==> config.mk <==
export PLATFORM = sky130hd
export DESIGN_NAME = hhlc_top
export DESIGN_NICKNAME = d
export VERILOG_FILES = /design/src/hhlc_pkg.sv /design/src/hhlc_top.sv
export SDC_FILE = /design/constraint.sdc
export NUM_CORES = 1
export LEC_CHECK = 0
export BUFFER_PORTS_ARGS = -buffer_cell sky130_fd_sc_hd__buf_2
export CORE_MARGIN = 2
export CORE_UTILIZATION = 55
export DETAILED_ROUTE_END_ITERATION = 12
export PLACE_DENSITY = 0.74
export REMOVE_ABC_BUFFERS = 1
export SETUP_SLACK_MARGIN = 0.05
export SKIP_LAST_GASP = 1
export SYNTH_ARGS = -nofsm -noshare
export SYNTH_HDL_FRONTEND = slang
export SYNTH_SLANG_ARGS = --single-unit
==> constraint.sdc <==
create_clock -name clk_sys_i -period 10.17 [get_ports clk_sys_i]
set_input_delay 2.034 -clock clk_sys_i [delete_from_list [all_inputs] [get_ports clk_sys_i]]
set_output_delay 2.034 -clock clk_sys_i [all_outputs]
set_load 0.05 [all_outputs]
==> src/hhlc_pkg.sv <==
// Constants, register map and shared types of the holdover history and loop control block.
package hhlc_pkg;

  // Clock rate and the one millisecond base of the averaging interval.
  localparam int unsigned CLK_HZ          = 25000000;
  localparam int unsigned MS_PER_S        = 1000;
  localparam int unsigned TICK_TIME_MS    = 1;
  localparam int unsigned MS_TICK_CYCLES  = (CLK_HZ / MS_PER_S) * TICK_TIME_MS;

  // Data widths.
  localparam int unsigned FSW_W   = 48;
  localparam int unsigned TMR_W   = 24;
  localparam int unsigned ACC_W   = FSW_W + TMR_W;
  localparam int unsigned NREF    = 4;
  localparam int unsigned REF_W   = 2;
  localparam int unsigned ADDR_W  = 14;

  // Register indices; the byte address is four times the index.
  localparam logic [11:0] IDX_FREE_RUN_LO  = 12'h300;
  localparam logic [11:0] IDX_FREE_RUN_HI  = 12'h301;
  localparam logic [11:0] IDX_AVG_TIMER    = 12'h318;
  localparam logic [11:0] IDX_HIST_MODE    = 12'h31b;
  localparam logic [11:0] IDX_LOOP_MODE    = 12'ha01;
  localparam logic [11:0] IDX_HIST_CLEAR   = 12'ha03;
  localparam logic [11:0] IDX_LOOP_STATUS  = 12'hd0a;
  localparam logic [11:0] IDX_HISTORY_LO   = 12'hd14;
  localparam logic [11:0] IDX_HISTORY_HI   = 12'hd15;

  // Field positions.
  localparam int unsigned HC_CLEAR_BIT     = 2;
  localparam int unsigned ST_ACT_REF_LSB   = 4;
  localparam int unsigned ST_HIST_VLD_BIT  = 8;
  localparam int unsigned ST_HIST_UPD_BIT  = 9;

  // Reset values.
  localparam logic [47:0] FREE_RUN_RST     = 48'h000000000000;
  localparam logic [23:0] AVG_TIMER_RST    = 24'h0003e8;
  localparam logic [7:0]  HIST_MODE_RST    = 8'h00;
  localparam logic [7:0]  LOOP_MODE_RST    = 8'h00;

  // History mode control, bits [4:0].
  typedef struct packed {
    logic       fallback;
    logic       persist;
    logic [2:0] k;
  } hhlc_hist_mode_t;

  // Loop mode control, bits [6:0].
  typedef struct packed {
    logic             user_hold;
    logic             user_free;
    logic             force_ref;
    logic [1:0]       spare;
    logic [REF_W-1:0] ref_sel;
  } hhlc_loop_mode_t;

  typedef enum logic [1:0] {FREE_RUN, CLOSED_LOOP, SWITCHOVER, HOLDOVER} hhlc_state_t;

endpackage : hhlc_pkg

==> src/hhlc_top.sv <==
// Holdover history averaging and loop control state machine with its APB register file.
//
// Overview of operation
// Every change to a different reference restarts history accumulation.
// Without persistence a reference change discards the stored history.
// Writing the clear bit of the history clear register erases history.
// The history clear pin erases history while asserted.
// With persistence set, history survives a reference change.
// With no history and K of zero, nothing is stored until the interval timer expires.
// Field K sets intermediate averages in the first interval after clearing.
// K of zero gives no intermediate averages.
// Intermediate averages fall at interval over 2^K, doubling up to the interval.
// After the first interval, averages fall one full interval apart.
// Loop mode register forces holdover, free-run or a chosen reference.
// State machine sequences switchover and holdover, loading the active profile.
// Switchover passes one cycle through holdover, then closes on the new reference.
// Lock outputs keep their values during switchover.
// Holdover is open loop with a constant tuning word.
// With history, holdover uses the latest averaged history value.
// Without history and fallback clear, holdover uses the free-run word.
// Without history and fallback set, holdover uses the last applied word.
// A valid reference in automatic holdover returns the loop to closed loop.
// User holdover keeps holdover despite valid references until cleared.
// Tuning words are 48 bits wide throughout.
// Interval is a 24-bit millisecond count, one at least; the code accepts a write of zero without a check.
// Each interval average goes to the history register, independent of earlier ones.
// Each average emits a strobe and sets the history updated flag.
// Free-run outputs the free-run word; closed loop the loop filter word.
//
// The APB slave port was decided locally.
module hhlc_top #(
  parameter int unsigned TICK_CYCLES = hhlc_pkg::MS_TICK_CYCLES
) (
  input  wire logic                        clk_sys_i,
  input  wire logic                        sys_rst_i,
  input  wire logic                        psel_i,
  input  wire logic                        penable_i,
  input  wire logic                        pwrite_i,
  input  wire logic [hhlc_pkg::ADDR_W-1:0] paddr_i,
  input  wire logic [31:0]                 pwdata_i,
  output logic      [31:0]                 prdata_o,
  output logic                             pready_o,
  output logic                             pslverr_o,
  input  wire logic [hhlc_pkg::FSW_W-1:0]  loop_fsw_i,
  input  wire logic [hhlc_pkg::NREF-1:0]   ref_valid_i,
  input  wire logic                        phase_lock_i,
  input  wire logic                        freq_lock_i,
  input  wire logic                        hist_clear_pin_i,
  output logic      [hhlc_pkg::FSW_W-1:0]  frequency_step_word_o,
  output logic      [1:0]                  loop_state_o,
  output logic      [hhlc_pkg::REF_W-1:0]  active_ref_o,
  output logic                             open_loop_o,
  output logic                             profile_load_o,
  output logic                             phase_lock_o,
  output logic                             freq_lock_o,
  output logic                             hist_strobe_o
);

  localparam int unsigned TW = $clog2(TICK_CYCLES + 1);

  // Lowest numbered valid reference wins in automatic selection.
  function automatic logic [hhlc_pkg::REF_W-1:0] first_valid(input logic [hhlc_pkg::NREF-1:0] v);
    logic [hhlc_pkg::REF_W-1:0] idx;
    idx = '0;
    for (int i = hhlc_pkg::NREF - 1; i >= 0; i--)
    begin
      if (v[i])
      begin
        idx = hhlc_pkg::REF_W'(i);
      end
    end
    return idx;
  endfunction : first_valid

  logic [47:0]                free_run_q;
  logic [23:0]                avg_timer_q;
  logic [7:0]                 hist_mode_q;
  logic [7:0]                 loop_mode_q;
  logic                       pready_q;
  logic                       pslverr_q;
  logic [31:0]                prdata_q;
  logic [TW-1:0]              tick_cnt_q;
  logic                       ms_tick_q;
  logic [hhlc_pkg::ACC_W-1:0] acc_q;
  logic [23:0]                smp_cnt_q;
  logic [23:0]                ms_cnt_q;
  logic                       first_q;
  logic [2:0]                 k_left_q;
  logic                       div_busy_q;
  logic [6:0]                 div_step_q;
  logic [hhlc_pkg::ACC_W-1:0] div_num_q;
  logic [23:0]                div_den_q;
  logic [23:0]                div_rem_q;
  logic [47:0]                history_q;
  logic                       hist_valid_q;
  logic                       hist_upd_q;
  logic                       hist_strobe_q;
  hhlc_pkg::hhlc_state_t      state_q;
  hhlc_pkg::hhlc_state_t      state_d;
  logic [hhlc_pkg::REF_W-1:0] active_ref_q;
  logic [47:0]                hold_word_q;
  logic [47:0]                fsw_q;
  logic                       profile_load_q;
  logic                       open_loop_q;
  logic                       phase_lock_q;
  logic                       freq_lock_q;

  // Register decode.
  wire logic [11:0]                idx_w    = paddr_i[13:2];
  wire logic                       access_w = psel_i && penable_i;
  wire logic                       wr_en_w  = access_w && pready_q && pwrite_i;
  wire hhlc_pkg::hhlc_hist_mode_t  hm_w     = hist_mode_q[4:0];
  wire hhlc_pkg::hhlc_loop_mode_t  lm_w     = loop_mode_q[6:0];
  wire logic                       hit_reg_w;
  wire logic [31:0]                rd_word_w;

  assign hit_reg_w = (idx_w == hhlc_pkg::IDX_FREE_RUN_LO) || (idx_w == hhlc_pkg::IDX_FREE_RUN_HI) ||
                     (idx_w == hhlc_pkg::IDX_AVG_TIMER)   || (idx_w == hhlc_pkg::IDX_HIST_MODE)   ||
                     (idx_w == hhlc_pkg::IDX_LOOP_MODE)   || (idx_w == hhlc_pkg::IDX_HIST_CLEAR)  ||
                     (idx_w == hhlc_pkg::IDX_LOOP_STATUS) || (idx_w == hhlc_pkg::IDX_HISTORY_LO)  ||
                     (idx_w == hhlc_pkg::IDX_HISTORY_HI);

  // Read mux; the clear register is an action register and reads as zero.
  assign rd_word_w =
    (idx_w == hhlc_pkg::IDX_FREE_RUN_LO) ? free_run_q[31:0] :
    (idx_w == hhlc_pkg::IDX_FREE_RUN_HI) ? {16'h0000, free_run_q[47:32]} :
    (idx_w == hhlc_pkg::IDX_AVG_TIMER)   ? {8'h00, avg_timer_q} :
    (idx_w == hhlc_pkg::IDX_HIST_MODE)   ? {24'h000000, hist_mode_q} :
    (idx_w == hhlc_pkg::IDX_LOOP_MODE)   ? {24'h000000, loop_mode_q} :
    (idx_w == hhlc_pkg::IDX_LOOP_STATUS) ? {22'h0, hist_upd_q, hist_valid_q, 2'b00, active_ref_q, 2'b00, state_q} :
    (idx_w == hhlc_pkg::IDX_HISTORY_LO)  ? history_q[31:0] :
    (idx_w == hhlc_pkg::IDX_HISTORY_HI)  ? {16'h0000, history_q[47:32]} : 32'h00000000;

  // One wait state keeps read data and ready straight from flip-flops.
  always_ff @(posedge clk_sys_i)
  begin
    if (sys_rst_i)
    begin
      pready_q  <= 1'b0;
      pslverr_q <= 1'b0;
      prdata_q  <= 32'h00000000;
    end
    else
    begin
      pready_q  <= access_w && !pready_q;
      pslverr_q <= access_w && !pready_q && !hit_reg_w;
      prdata_q  <= (access_w && !pready_q && !pwrite_i && hit_reg_w) ? rd_word_w : 32'h00000000;
    end
  end

  // Software registers; the interval is a 24-bit millisecond count.
  always_ff @(posedge clk_sys_i)
  begin
    if (sys_rst_i)
    begin
      free_run_q  <= hhlc_pkg::FREE_RUN_RST;
      avg_timer_q <= hhlc_pkg::AVG_TIMER_RST;
      hist_mode_q <= hhlc_pkg::HIST_MODE_RST;
      loop_mode_q <= hhlc_pkg::LOOP_MODE_RST;
    end
    else if (wr_en_w)
    begin
      if (idx_w == hhlc_pkg::IDX_FREE_RUN_LO) free_run_q[31:0]  <= pwdata_i;
      if (idx_w == hhlc_pkg::IDX_FREE_RUN_HI) free_run_q[47:32] <= pwdata_i[15:0];
      if (idx_w == hhlc_pkg::IDX_AVG_TIMER)   avg_timer_q       <= pwdata_i[23:0];
      if (idx_w == hhlc_pkg::IDX_HIST_MODE)   hist_mode_q       <= pwdata_i[7:0];
      if (idx_w == hhlc_pkg::IDX_LOOP_MODE)   loop_mode_q       <= pwdata_i[7:0];
    end
  end

  // Clear from software or from the multipurpose pin, and the W1C of the updated flag.
  wire logic clr_w = (wr_en_w && (idx_w == hhlc_pkg::IDX_HIST_CLEAR) && pwdata_i[hhlc_pkg::HC_CLEAR_BIT])
                     || hist_clear_pin_i;
  wire logic upd_w1c_w = wr_en_w && (idx_w == hhlc_pkg::IDX_LOOP_STATUS) && pwdata_i[hhlc_pkg::ST_HIST_UPD_BIT];

  // Reference choice: forced by software or first valid input.
  wire logic [hhlc_pkg::REF_W-1:0] sel_ref_w = lm_w.force_ref ? lm_w.ref_sel : first_valid(ref_valid_i);
  wire logic sel_valid_w = ref_valid_i[sel_ref_w];
  wire logic close_w     = (state_d == hhlc_pkg::CLOSED_LOOP) && (state_q != hhlc_pkg::CLOSED_LOOP);
  wire logic ref_chg_w   = close_w && (sel_ref_w != active_ref_q);
  wire logic restart_w   = clr_w || ref_chg_w;
  wire logic wipe_w      = clr_w || (ref_chg_w && !hm_w.persist);

  // Loop state machine; user free-run outranks user holdover.
  always_comb
  begin
    state_d = state_q;
    if (lm_w.user_free)
    begin
      state_d = hhlc_pkg::FREE_RUN;
    end
    else if (lm_w.user_hold)
    begin
      state_d = hhlc_pkg::HOLDOVER;
    end
    else if (sel_valid_w)
    begin
      unique case (state_q)
        hhlc_pkg::CLOSED_LOOP: state_d = (sel_ref_w != active_ref_q) ? hhlc_pkg::SWITCHOVER
                                                                     : hhlc_pkg::CLOSED_LOOP;
        hhlc_pkg::SWITCHOVER:  state_d = hhlc_pkg::CLOSED_LOOP;
        hhlc_pkg::HOLDOVER:    state_d = hhlc_pkg::CLOSED_LOOP;
        hhlc_pkg::FREE_RUN:    state_d = hhlc_pkg::CLOSED_LOOP;
      endcase
    end
    else if ((state_q == hhlc_pkg::CLOSED_LOOP) || (state_q == hhlc_pkg::SWITCHOVER))
    begin
      state_d = hhlc_pkg::HOLDOVER;
    end
  end

  // Holdover word is frozen on entry so it cannot drift while open loop.
  wire logic in_hold_d_w = (state_d == hhlc_pkg::HOLDOVER) || (state_d == hhlc_pkg::SWITCHOVER);
  wire logic in_hold_q_w = (state_q == hhlc_pkg::HOLDOVER) || (state_q == hhlc_pkg::SWITCHOVER);
  wire logic enter_hold_w = in_hold_d_w && !in_hold_q_w;
  wire logic [47:0] hold_src_w = hist_valid_q ? history_q :
                                 hm_w.fallback ? fsw_q : free_run_q;

  always_ff @(posedge clk_sys_i)
  begin
    if (sys_rst_i)
    begin
      state_q        <= hhlc_pkg::FREE_RUN;
      active_ref_q   <= '0;
      hold_word_q    <= 48'h000000000000;
      fsw_q          <= 48'h000000000000;
      profile_load_q <= 1'b0;
      open_loop_q    <= 1'b1;
      phase_lock_q   <= 1'b0;
      freq_lock_q    <= 1'b0;
    end
    else
    begin
      state_q        <= state_d;
      active_ref_q   <= close_w ? sel_ref_w : active_ref_q;
      hold_word_q    <= enter_hold_w ? hold_src_w : hold_word_q;
      profile_load_q <= close_w;
      open_loop_q    <= state_d != hhlc_pkg::CLOSED_LOOP;
      // Tuning word source per mode.
      fsw_q <= (state_d == hhlc_pkg::CLOSED_LOOP) ? loop_fsw_i :
               (state_d == hhlc_pkg::FREE_RUN)    ? free_run_q :
               enter_hold_w ? hold_src_w : hold_word_q;
      // Lock indication held across a switchover, unlocked when open loop.
      phase_lock_q <= (state_d == hhlc_pkg::CLOSED_LOOP) ? phase_lock_i :
                      (state_d == hhlc_pkg::SWITCHOVER)  ? phase_lock_q : 1'b0;
      freq_lock_q  <= (state_d == hhlc_pkg::CLOSED_LOOP) ? freq_lock_i :
                      (state_d == hhlc_pkg::SWITCHOVER)  ? freq_lock_q : 1'b0;
    end
  end

  // Millisecond tick divider.
  wire logic tick_wrap_w = tick_cnt_q == TW'(TICK_CYCLES - 1);

  always_ff @(posedge clk_sys_i)
  begin
    if (sys_rst_i)
    begin
      tick_cnt_q <= '0;
      ms_tick_q  <= 1'b0;
    end
    else
    begin
      tick_cnt_q <= tick_wrap_w ? '0 : tick_cnt_q + 1'b1;
      ms_tick_q  <= tick_wrap_w;
    end
  end

  // One loop filter sample per millisecond of closed loop feeds the average.
  wire logic                       smp_w      = ms_tick_q && (state_q == hhlc_pkg::CLOSED_LOOP);
  wire logic [23:0]                ms_next_w  = ms_cnt_q + 24'h000001;
  wire logic [23:0]                cnt_next_w = smp_cnt_q + 24'h000001;
  wire logic [hhlc_pkg::ACC_W-1:0] acc_next_w = acc_q + {24'h000000, loop_fsw_i};
  wire logic [23:0]                chk_w      = first_q ? (avg_timer_q >> k_left_q) : avg_timer_q;
  wire logic                       hit_w      = smp_w && (ms_next_w >= chk_w);
  wire logic                       inter_w    = hit_w && first_q && (k_left_q != 3'h0);
  wire logic                       launch_w   = hit_w && !restart_w;

  // The sum and the millisecond count restart at the full interval and on a restart, not at an intermediate average.
  always_ff @(posedge clk_sys_i)
  begin
    if (sys_rst_i)
    begin
      acc_q     <= '0;
      smp_cnt_q <= 24'h000000;
      ms_cnt_q  <= 24'h000000;
      first_q   <= 1'b1;
      k_left_q  <= 3'h0;
    end
    else if (restart_w)
    begin
      acc_q     <= '0;
      smp_cnt_q <= 24'h000000;
      ms_cnt_q  <= 24'h000000;
      first_q   <= wipe_w || (first_q && !hist_valid_q);
      k_left_q  <= wipe_w ? hm_w.k : k_left_q;
    end
    else if (smp_w)
    begin
      if (hit_w && !inter_w)
      begin
        acc_q     <= '0;
        smp_cnt_q <= 24'h000000;
        ms_cnt_q  <= 24'h000000;
        first_q   <= 1'b0;
      end
      else
      begin
        acc_q     <= acc_next_w;
        smp_cnt_q <= cnt_next_w;
        ms_cnt_q  <= ms_next_w;
        k_left_q  <= inter_w ? k_left_q - 3'h1 : k_left_q;
      end
    end
  end

  // Restoring divider: 72 cycles per average, far shorter than one millisecond.
  wire logic [24:0] rem_sh_w    = {div_rem_q, div_num_q[hhlc_pkg::ACC_W-1]};
  wire logic        q_bit_w     = rem_sh_w >= {1'b0, div_den_q};
  wire logic [24:0] rem_sub_w   = rem_sh_w - {1'b0, div_den_q};
  wire logic [23:0] rem_step_w  = q_bit_w ? rem_sub_w[23:0] : rem_sh_w[23:0];
  wire logic        div_done_w  = div_busy_q && (div_step_q == 7'(hhlc_pkg::ACC_W - 1)) && !wipe_w;
  wire logic [47:0] quotient_w  = {div_num_q[46:0], q_bit_w};

  always_ff @(posedge clk_sys_i)
  begin
    if (sys_rst_i)
    begin
      div_busy_q <= 1'b0;
      div_step_q <= 7'h00;
      div_num_q  <= '0;
      div_den_q  <= 24'h000000;
      div_rem_q  <= 24'h000000;
    end
    else if (wipe_w)
    begin
      div_busy_q <= 1'b0;
    end
    else if (launch_w)
    begin
      div_busy_q <= 1'b1;
      div_step_q <= 7'h00;
      div_num_q  <= acc_next_w;
      div_den_q  <= cnt_next_w;
      div_rem_q  <= 24'h000000;
    end
    else if (div_busy_q)
    begin
      div_busy_q <= !div_done_w;
      div_step_q <= div_step_q + 7'h01;
      div_num_q  <= {div_num_q[hhlc_pkg::ACC_W-2:0], q_bit_w};
      div_rem_q  <= rem_step_w;
    end
  end

  // History store, strobe and sticky flag; a new result outranks the W1C.
  always_ff @(posedge clk_sys_i)
  begin
    if (sys_rst_i)
    begin
      history_q     <= 48'h000000000000;
      hist_valid_q  <= 1'b0;
      hist_upd_q    <= 1'b0;
      hist_strobe_q <= 1'b0;
    end
    else
    begin
      hist_strobe_q <= div_done_w;
      hist_upd_q    <= div_done_w || (hist_upd_q && !upd_w1c_w);
      if (wipe_w)
      begin
        hist_valid_q <= 1'b0;
      end
      else if (div_done_w)
      begin
        history_q    <= quotient_w;
        hist_valid_q <= 1'b1;
      end
    end
  end

  assign prdata_o              = prdata_q;
  assign pready_o              = pready_q;
  assign pslverr_o             = pslverr_q;
  assign frequency_step_word_o = fsw_q;
  assign loop_state_o          = state_q;
  assign active_ref_o          = active_ref_q;
  assign open_loop_o           = open_loop_q;
  assign profile_load_o        = profile_load_q;
  assign phase_lock_o          = phase_lock_q;
  assign freq_lock_o           = freq_lock_q;
  assign hist_strobe_o         = hist_strobe_q;
endmodule : hhlc_top

==> results.toml, run 1 <==
[clocking]
post_cts_resize_count = 0
worst_setup_hold_path_clk_slew_ns = 0.07
postCtsSetupRepairBufs = 0
clockRootBuffer = "sky130_fd_sc_hd__clkbuf_16"
postCtsHoldBufs = 0
cts_tree = "done"
clock_latency_ns = 0.64
tritoncts_buffers = 58
cts_h_tree_depth = 2
number_of_clock_sinks = 545
clock_path_buffers = 3

[timing]
hold-worst-slack_ns = 0.447
max_slew_headroom_at_the_worst_pin_pct = 25.6
setup_total_negative_slack_ns = 0
final_min_period_over_clock_period_pct = 58.4
finalHoldViolCount = 0
drv_slew = 0
finalSetupViolCount = 0
final_critical_path_setup_slack_ns = 4.23
min_tclk_post_route_ns = 5.94
skew_ns = 0.0225
rsz0062_at_grt = "false"
tightestPinTransition_ns = 1.12
max_clock_freq_mhz = 168

[pwr]
p_seq_share_pct = 45.3
leakage_nw = 12.3
power_share_of_the_clock_group_pct = 46.6
internal_power_w = 0.00357
net-switching-power_w = 0.00124
swShare_pct = 25.7
power.combinational.fraction_pct = 8.1
power.ir.vdd_worst_mv = 0.136
p_per_area_nw_per_um2 = 148

[detailed_routing]
detail_route.wl_per_cell_um = 20.8
detailedRoute.firstIterationViolations = 3241
detail_route.vias_per_cell = 6.25
ant_nets = 0
via_count = 27800
totalWireLength_um = 92500
detail_route.drc_violations = 0
dr.pass1.iters = 6

[logic_synthesis]
netlist_area_um2 = 29200
synth.top_cells.by_count = "sky130_fd_sc_hd__nand2_1, sky130_fd_sc_hd__dfxtp_1, sky130_fd_sc_hd__a21oi_1, sky130_fd_sc_hd__nor2_1, sky130_fd_sc_hd__o21ai_0"
ys.warnings.count = 0
number_of_enable_flip_flop_cells_after_synthesis = 0
synth.largest_area_cell = "sky130_fd_sc_hd__dfxtp_1"
syn-mean-instance-area_um2 = 7.99
synth_top_area_share_pct = 37.3
synthCells = 3656
synth_top_cells_by_area = "sky130_fd_sc_hd__dfxtp_1, sky130_fd_sc_hd__nand2_1, sky130_fd_sc_hd__a21oi_1, sky130_fd_sc_hd__mux2i_1, sky130_fd_sc_hd__ha_1"
yosys.cell_types.count = 89
synthArstFlopShare_pct = 0
post-synth-top-count-cell = "sky130_fd_sc_hd__nand2_1"
yosys_most_used_dff = "sky130_fd_sc_hd__dfxtp_1"
synth_seq_cells = 545
synth-seq-area-share_pct = 37.3

[worst_hold_path]
worst_hold_path.num_cells = 1
worstHoldPathType = "register to register"

[place]
gp_congestion = 0.963
placed_cells_incl_taps = 4336
detailedPlace.worstSlack_ns = 4.37
io_buffers = 194
dp_hpwl_um = 62400

[global_route]
grt_start_max_net_pins = 138
gr-total-overflow = 0
first_global_vias = 25600
track_usage_pct = 33.4
grt_antenna_before_repair = 2
grt_first_pass_wirelength_um = 145000

[worst_setup_path]
critical_path_data_arrival_time_ns = 6.42
worst-path-buf-inv = 2
startpoint_type = "register"
worstSetupStartpoint = "ms_cnt_q[0]"
path_depth = 19
worst-r2r-cell-count = 19
crit_type = "register to register"
crit_path_end = "div_num_q[60]"
largest_incremental_delay_on_the_critical_path_ns = 0.59
rr_endpoint = "div_num_q[60]"
reg_to_reg_startpoint = "ms_cnt_q[0]"
cp.required_ns = 10.66
critical_path.cell_chain = "ha_1 > and3_1 > nand2_1 > nor3_1 > nand3_1 > nor2_1 > nand3_1 > xnor2_1 > ha_1 > and4_1 > nand2_1 > a211oi_1 > o21ai_1 > a21oi_4 > buf_4 > buf_4 > mux2i_1 > a22oi_1 > o41ai_1"
ff2ff_setup_slack_ns = 4.23
timing.critical_path.to_type = "register"
crit_fanout = 50
cpLargestDelayFamily = "simple AND/OR/NAND/NOR gates"
crit_slowest_cell = "sky130_fd_sc_hd__a211oi_1"

[final_layout]
regArea_um2 = 10900
final_layout_size_suffix_gt1_share_pct = 10.7
fin_nets = 3918
area_growth_syn_to_layout_pct = 11.1
multiInputGateArea_um2 = 17100
stdcell_count = 4447
filler_cells = 4760

[die]
floorplan.core_area_um2 = 52600
fp.dieH_um = 234
ioPinCount = 197
initial_core_util_pct = 55.6
placement_rows = 84
die_x_um = 234
floorplan.die_area_um2 = 55000

[job]
drv_cap = 0

[run_status]
run_status = "finished clean"
[layout make-up]
class                           instances  area share, %
Timing Repair Buffer                  235           4.01
Multi-Input combinational cell       2806           52.7
Tap cell                              688           2.65
Sequential cell                       545           33.6
Antenna cell                            2         0.0154
Inverter                               62          0.717
Clock buffer                           77           5.10
Clock inverter                         32           1.13
[routing by layer]
metal | part of all wire (%) | vias up | global-route usage, % | wire length (um)
li1 | - | 13200 | - | -
met1 | 43 | 13100 | 46.8 | 39400
met2 | 43 | 1279 | 50.0 | 39500
met3 | 10 | 225 | 6.27 | 9460
met4 | 4.5 | 0 | 14.5 | 4120
met5 | 0 | - | 0 | 0
[layout by cell type, fill, tap and decap left out, types with 35 or more instances in the layout]
cell type and n:
sky130_fd_sc_hd__o21ai_0 198, sky130_fd_sc_hd__inv_1 60, sky130_fd_sc_hd__xor2_1 62, sky130_fd_sc_hd__a31oi_1 36
sky130_fd_sc_hd__nand3_1 69, sky130_fd_sc_hd__ha_1 102, sky130_fd_sc_hd__xnor2_1 84, sky130_fd_sc_hd__dfxtp_1 543
sky130_fd_sc_hd__nor2_1 329, sky130_fd_sc_hd__nand4_1 35, sky130_fd_sc_hd__buf_2 193, sky130_fd_sc_hd__a211oi_1 58
sky130_fd_sc_hd__mux2i_1 155, sky130_fd_sc_hd__buf_4 40, sky130_fd_sc_hd__nand2_1 576, sky130_fd_sc_hd__a22oi_1 60
sky130_fd_sc_hd__clkbuf_16 59, sky130_fd_sc_hd__o21ai_1 67, sky130_fd_sc_hd__nor3_1 45, sky130_fd_sc_hd__and3_1 47
sky130_fd_sc_hd__a21o_1 91, sky130_fd_sc_hd__a21oi_1 405
[registers in the layout, indices dropped and copies added, names as in the netlist, 2 cells and up]
| name | count |
|---|---|
| smp_cnt_q | 24 |
| ms_cnt_q | 24 |
| div_num_q | 72 |
| hold_word_q | 48 |
| div_rem_q | 24 |
| k_left_q | 3 |
| avg_timer_q | 24 |
| loop_mode_q | 8 |
| frequency_step_word_o | 48 |
| history_q | 48 |
| div_step_q | 7 |
| div_den_q | 24 |
| free_run_q | 48 |
| hist_mode_q | 8 |
| tick_cnt_q | 15 |
| acc_q | 72 |
| prdata_o | 32 |
| active_ref_o | 2 |
| loop_state_o | 2 |
[cell families (layout without fill, tap and decap cells)]
kind of cell | Yosys count | in the layout | synth area share [%]
AND/OR/NAND/NOR | 1260 | 1260 | 19.0
AO/OA/AOI/OAI | 1119 | 1119 | 23.8
flip-flops | 545 | 545 | 37.3
buffers and inverters | 305 | 406 | 4.36
multiplexers | 177 | 177 | 6.66
XOR/XNOR | 146 | 146 | 4.38
adder cells (fa/ha/maj) | 104 | 104 | 4.51
other | 0 | 2 | 0
[through the flow]
stage | power, W | utilization, % | area [um^2]
5_1_grt | 0.00494 | 61.8 | 32500
3_3_place_gp | 0.00261 | 57.9 | 30400
2_1_floorplan | 0.00246 | - | 28200
3_5_place_dp | 0.00261 | 57.9 | 30400
6_report | 0.00480 | 61.8 | 32500
4_1_cts | 0.00481 | 61.8 | 32500
[power groups by stage]
stage / registers (W) / clock network [W] / logic [W]
CTS: 0.00218 / 0.00225 / 0.000384
floorplan: 0.00230 / 0 / 0.000161
global route: 0.00218 / 0.00235 / 0.000412
finish: 0.00218 / 0.00224 / 0.000391
global placement: 0.00222 / 0 / 0.000381
detailed placement: 0.00223 / 0 / 0.000383
[worst register-to-register path, delay by kind of cell, from the launching register on]
kind / cells / cell delay, ns
XOR/XNOR: 1 / 0.18
AO/OA/AOI/OAI: 5 / 1.44
multiplexers: 1 / 0.20
buffers and inverters: 2 / 0.98
flip-flops: 1 / 0.39
AND/OR/NAND/NOR: 8 / 2.06
adder cells (fa/ha/maj): 2 / 0.54
[how the worst min path moves through the flow]
stage / from / end / slack, ns
floorplan: tick_cnt_q[0] / tick_cnt_q[0] / 0.42
global placement: tick_cnt_q[0] / tick_cnt_q[0] / 0.43
detailed placement: tick_cnt_q[0] / tick_cnt_q[0] / 0.44
CTS: tick_cnt_q[0] / tick_cnt_q[0] / 0.45
global route: div_num_q[3] / history_q[4] / 0.48
finish: tick_cnt_q[0] / tick_cnt_q[0] / 0.45
No activity file was read; power rests on OpenSTA's default activity.
==> run 2: changes to the inputs <==
Settings changed: ABC_AREA set to 1, PLACE_DENSITY 0.74 to 0.73.
Clock period 10.17 ns to 6 ns, I/O delays scaled along.
==> run 2 against run 1 <==
  * Final cell count is 29% higher
  * Count of clock-buffer cells in the layout increased by 3
  * Clock skew increased by 0.013 ns
  * Core utilization increased by 0.29 points
==> results.toml, run 2 <==
[run_status]
run_status = "finished clean"

[global_route]
gr-total-overflow = 0
first_global_vias = 29300
grt_first_pass_wirelength_um = 164000
grt_start_max_net_pins = 121
track_usage_pct = 34.7
grt_antenna_before_repair = 0

[die]
floorplan.die_area_um2 = 59300
fp.dieH_um = 243
initial_core_util_pct = 55.8
floorplan.core_area_um2 = 56500
ioPinCount = 197
die_x_um = 243
placement_rows = 87

[logic_synthesis]
netlist_area_um2 = 31500
synthArstFlopShare_pct = 0
synth_top_area_share_pct = 34.6
yosys_most_used_dff = "sky130_fd_sc_hd__dfxtp_1"
number_of_enable_flip_flop_cells_after_synthesis = 0
synth-xor-area-share_pct = 3.44
yosys.cell_types.count = 46
syn-mean-instance-area_um2 = 6.50
synth_top_family_by_area = "simple AND/OR/NAND/NOR gates"
synth_top_cells_by_area = "sky130_fd_sc_hd__dfxtp_1, sky130_fd_sc_hd__nand2_1, sky130_fd_sc_hd__nor2_1, sky130_fd_sc_hd__inv_1, sky130_fd_sc_hd__o21ai_0"
synth_adder_area_share_pct = 4.17
ys.warnings.count = 0
synthMuxAreaShare_pct = 0.286
compound_gate_portion_of_the_synthesized_area_pct = 17.1
synthCells = 4849
synth-seq-area-share_pct = 34.6
synth_seq_cells = 545
synthSimpleGateAreaFrac_pct = 30.1
synth.largest_area_cell = "sky130_fd_sc_hd__dfxtp_1"
synth.top_cells.by_count = "sky130_fd_sc_hd__nand2_1, sky130_fd_sc_hd__nor2_1, sky130_fd_sc_hd__inv_1, sky130_fd_sc_hd__dfxtp_1, sky130_fd_sc_hd__o21ai_0"
post-synth-top-count-cell = "sky130_fd_sc_hd__nand2_1"

[final_layout]
layout.cells.most_common = "sky130_fd_sc_hd__nand2_1"
most_used_cells_in_the_layout_excluding_fill_and_tap_cells = "sky130_fd_sc_hd__nand2_1, sky130_fd_sc_hd__nor2_1, sky130_fd_sc_hd__inv_1"
final_layout_size_suffix_gt1_share_pct = 7.76
area_growth_syn_to_layout_pct = 11.2
antenna_cells_inserted = 0
fin_nets = 5122
top_regs = "acc_q (72), div_num_q (72)"

[place]
dp_hpwl_um = 75600
io_buffers = 194
gp_congestion = 1.01

[worst_setup_path]
crit_fanout = 25
startpoint_type = "register"
ff2ff_setup_slack_ns = 1.06
crit_type = "register to register"
critical_path_data_arrival_time_ns = 5.46
timing.critical_path.to_type = "register"
cp.required_ns = 6.52

[clocking]
clockRootBuffer = "sky130_fd_sc_hd__clkbuf_16"
clock_latency_ns = 0.66
tritoncts_buffers = 59
cts_h_tree_depth = 2
postCtsSetupRepairBufs = 0
worst_setup_hold_path_clk_slew_ns = 0.06
cts_tree = "done"
clock_path_buffers = 3
postCtsHoldBufs = 0
post_cts_resize_count = 0
number_of_clock_sinks = 545

[timing]
rsz0062_at_grt = "false"
skew_ns = 0.0354
setup_total_negative_slack_ns = 0
finalSetupViolCount = 0
finalHoldViolCount = 0
max_slew_headroom_at_the_worst_pin_pct = 22.1
drv_slew = 0
max_clock_freq_mhz = 202
min_tclk_post_route_ns = 4.94
final_min_period_over_clock_period_pct = 82.4
tightestPinTransition_ns = 1.17

[detailed_routing]
detail_route.wl_per_cell_um = 18.5
dr.pass1.iters = 6
totalWireLength_um = 106000
detailedRoute.firstIterationViolations = 2940
ant_nets = 0
detail_route.vias_per_cell = 5.61
via_count = 32100
detail_route.drc_violations = 0

[job]
drv_cap = 0

[pwr]
leakage_nw = 15.6
power.ir.vdd_worst_mv = 0.296
p_per_area_nw_per_um2 = 264
p_total_w = 0.00925

[worst_hold_path]
worstHoldPathType = "register to register"
## run 2: changes by cell type after synthesis, moves of 41 or more
cell	change
sky130_fd_sc_hd__a21oi_1	-107
sky130_fd_sc_hd__mux2i_1	-146
sky130_fd_sc_hd__nand2_1	+449
sky130_fd_sc_hd__nand3_1	+225
sky130_fd_sc_hd__inv_1	+532
sky130_fd_sc_hd__nand3b_1	+50
sky130_fd_sc_hd__and3_1	-47
sky130_fd_sc_hd__o21ai_0	+156
sky130_fd_sc_hd__a22oi_1	+41
sky130_fd_sc_hd__nor2_1	+431
sky130_fd_sc_hd__xnor2_1	-56
sky130_fd_sc_hd__a21o_1	-87
## run 2: layout make-up
class,count,area [um^2]
clock inverter,31,464
sequential,545,10900
inverter,602,2260
multi-input combinational,3468,17400
timing repair buffer,236,1370
clock buffer,80,1680
tap,756,946
fill,5469,21400
## run 2: logic make-up after synthesis
logic type | Yosys count
flip-flops | 545
buffers and inverters | 836
AO/OA/AOI/OAI | 947
AND/OR/NAND/NOR | 2284
multiplexers | 9
adder cells (fa/ha/maj) | 104
XOR/XNOR | 124
## run 2: power by group
group	internal (W)	leakage, nW	switching [W]
combinational	0.000363	10.1	0.00108
sequential	0.00374	4.41	0.0000583
clock	0.00236	1.04	0.00165
## run 2: worst max-delay path: stages (launching register included)
cell	delay (ns)
sky130_fd_sc_hd__dfxtp_1	0.40
sky130_fd_sc_hd__ha_1	0.21
sky130_fd_sc_hd__nand2_1	0.06
sky130_fd_sc_hd__nor2_1	0.19
sky130_fd_sc_hd__nand4_1	0.22
sky130_fd_sc_hd__nor3_1	0.30
sky130_fd_sc_hd__nand4_1	0.20
sky130_fd_sc_hd__nor3_1	0.28
sky130_fd_sc_hd__xnor2_1	0.16
sky130_fd_sc_hd__inv_1	0.08
sky130_fd_sc_hd__ha_1	0.19
sky130_fd_sc_hd__a21oi_1	0.13
sky130_fd_sc_hd__o21ai_0	0.10
sky130_fd_sc_hd__a21oi_1	0.18
sky130_fd_sc_hd__nand4_1	0.17
sky130_fd_sc_hd__nand2_1	0.12
sky130_fd_sc_hd__clkinv_1	0.07
sky130_fd_sc_hd__buf_4	0.22
sky130_fd_sc_hd__nand3_4	0.24
sky130_fd_sc_hd__inv_1	0.10
sky130_fd_sc_hd__nor2_2	0.90
sky130_fd_sc_hd__nand2_1	0.11
sky130_fd_sc_hd__nand2_1	0.11
sky130_fd_sc_hd__nor2_1	0.05
## run 2: metal layers
layer	up-vias	share of wire [%]	wire (um)	track usage, %
met3	230	7.4	7830	4.53
li1	15900	-	-	-
met5	-	0	0	0
met2	1244	45	47900	57.2
met1	14700	44	46000	46.7
met4	0	3.6	3790	12.3
## run 2: metrics by stage
step,utilization (%),instances,instance area (um^2),hold slack [ns],worst slack [ns]
2_1_floorplan,-,4615,30500,0.418,-2.30
4_1_cts,62.1,5718,35100,0.451,1.03
6_report,62.1,5718,35100,0.459,1.06
3_5_place_dp,58.3,5607,32900,0.442,1.08
5_1_grt,62.1,5718,35100,0.482,0.498
3_3_place_gp,58.3,5607,32900,0.431,1.13
## run 2: worst paths after layout
kind	from	end	cells after the start
setup / recovery	ms_cnt_q[0]	div_rem_q[13]	23
hold / removal	loop_mode_q[7]	loop_mode_q[7]	2
setup reg to reg	ms_cnt_q[0]	div_rem_q[13]	23
hold reg to reg	loop_mode_q[7]	loop_mode_q[7]	2
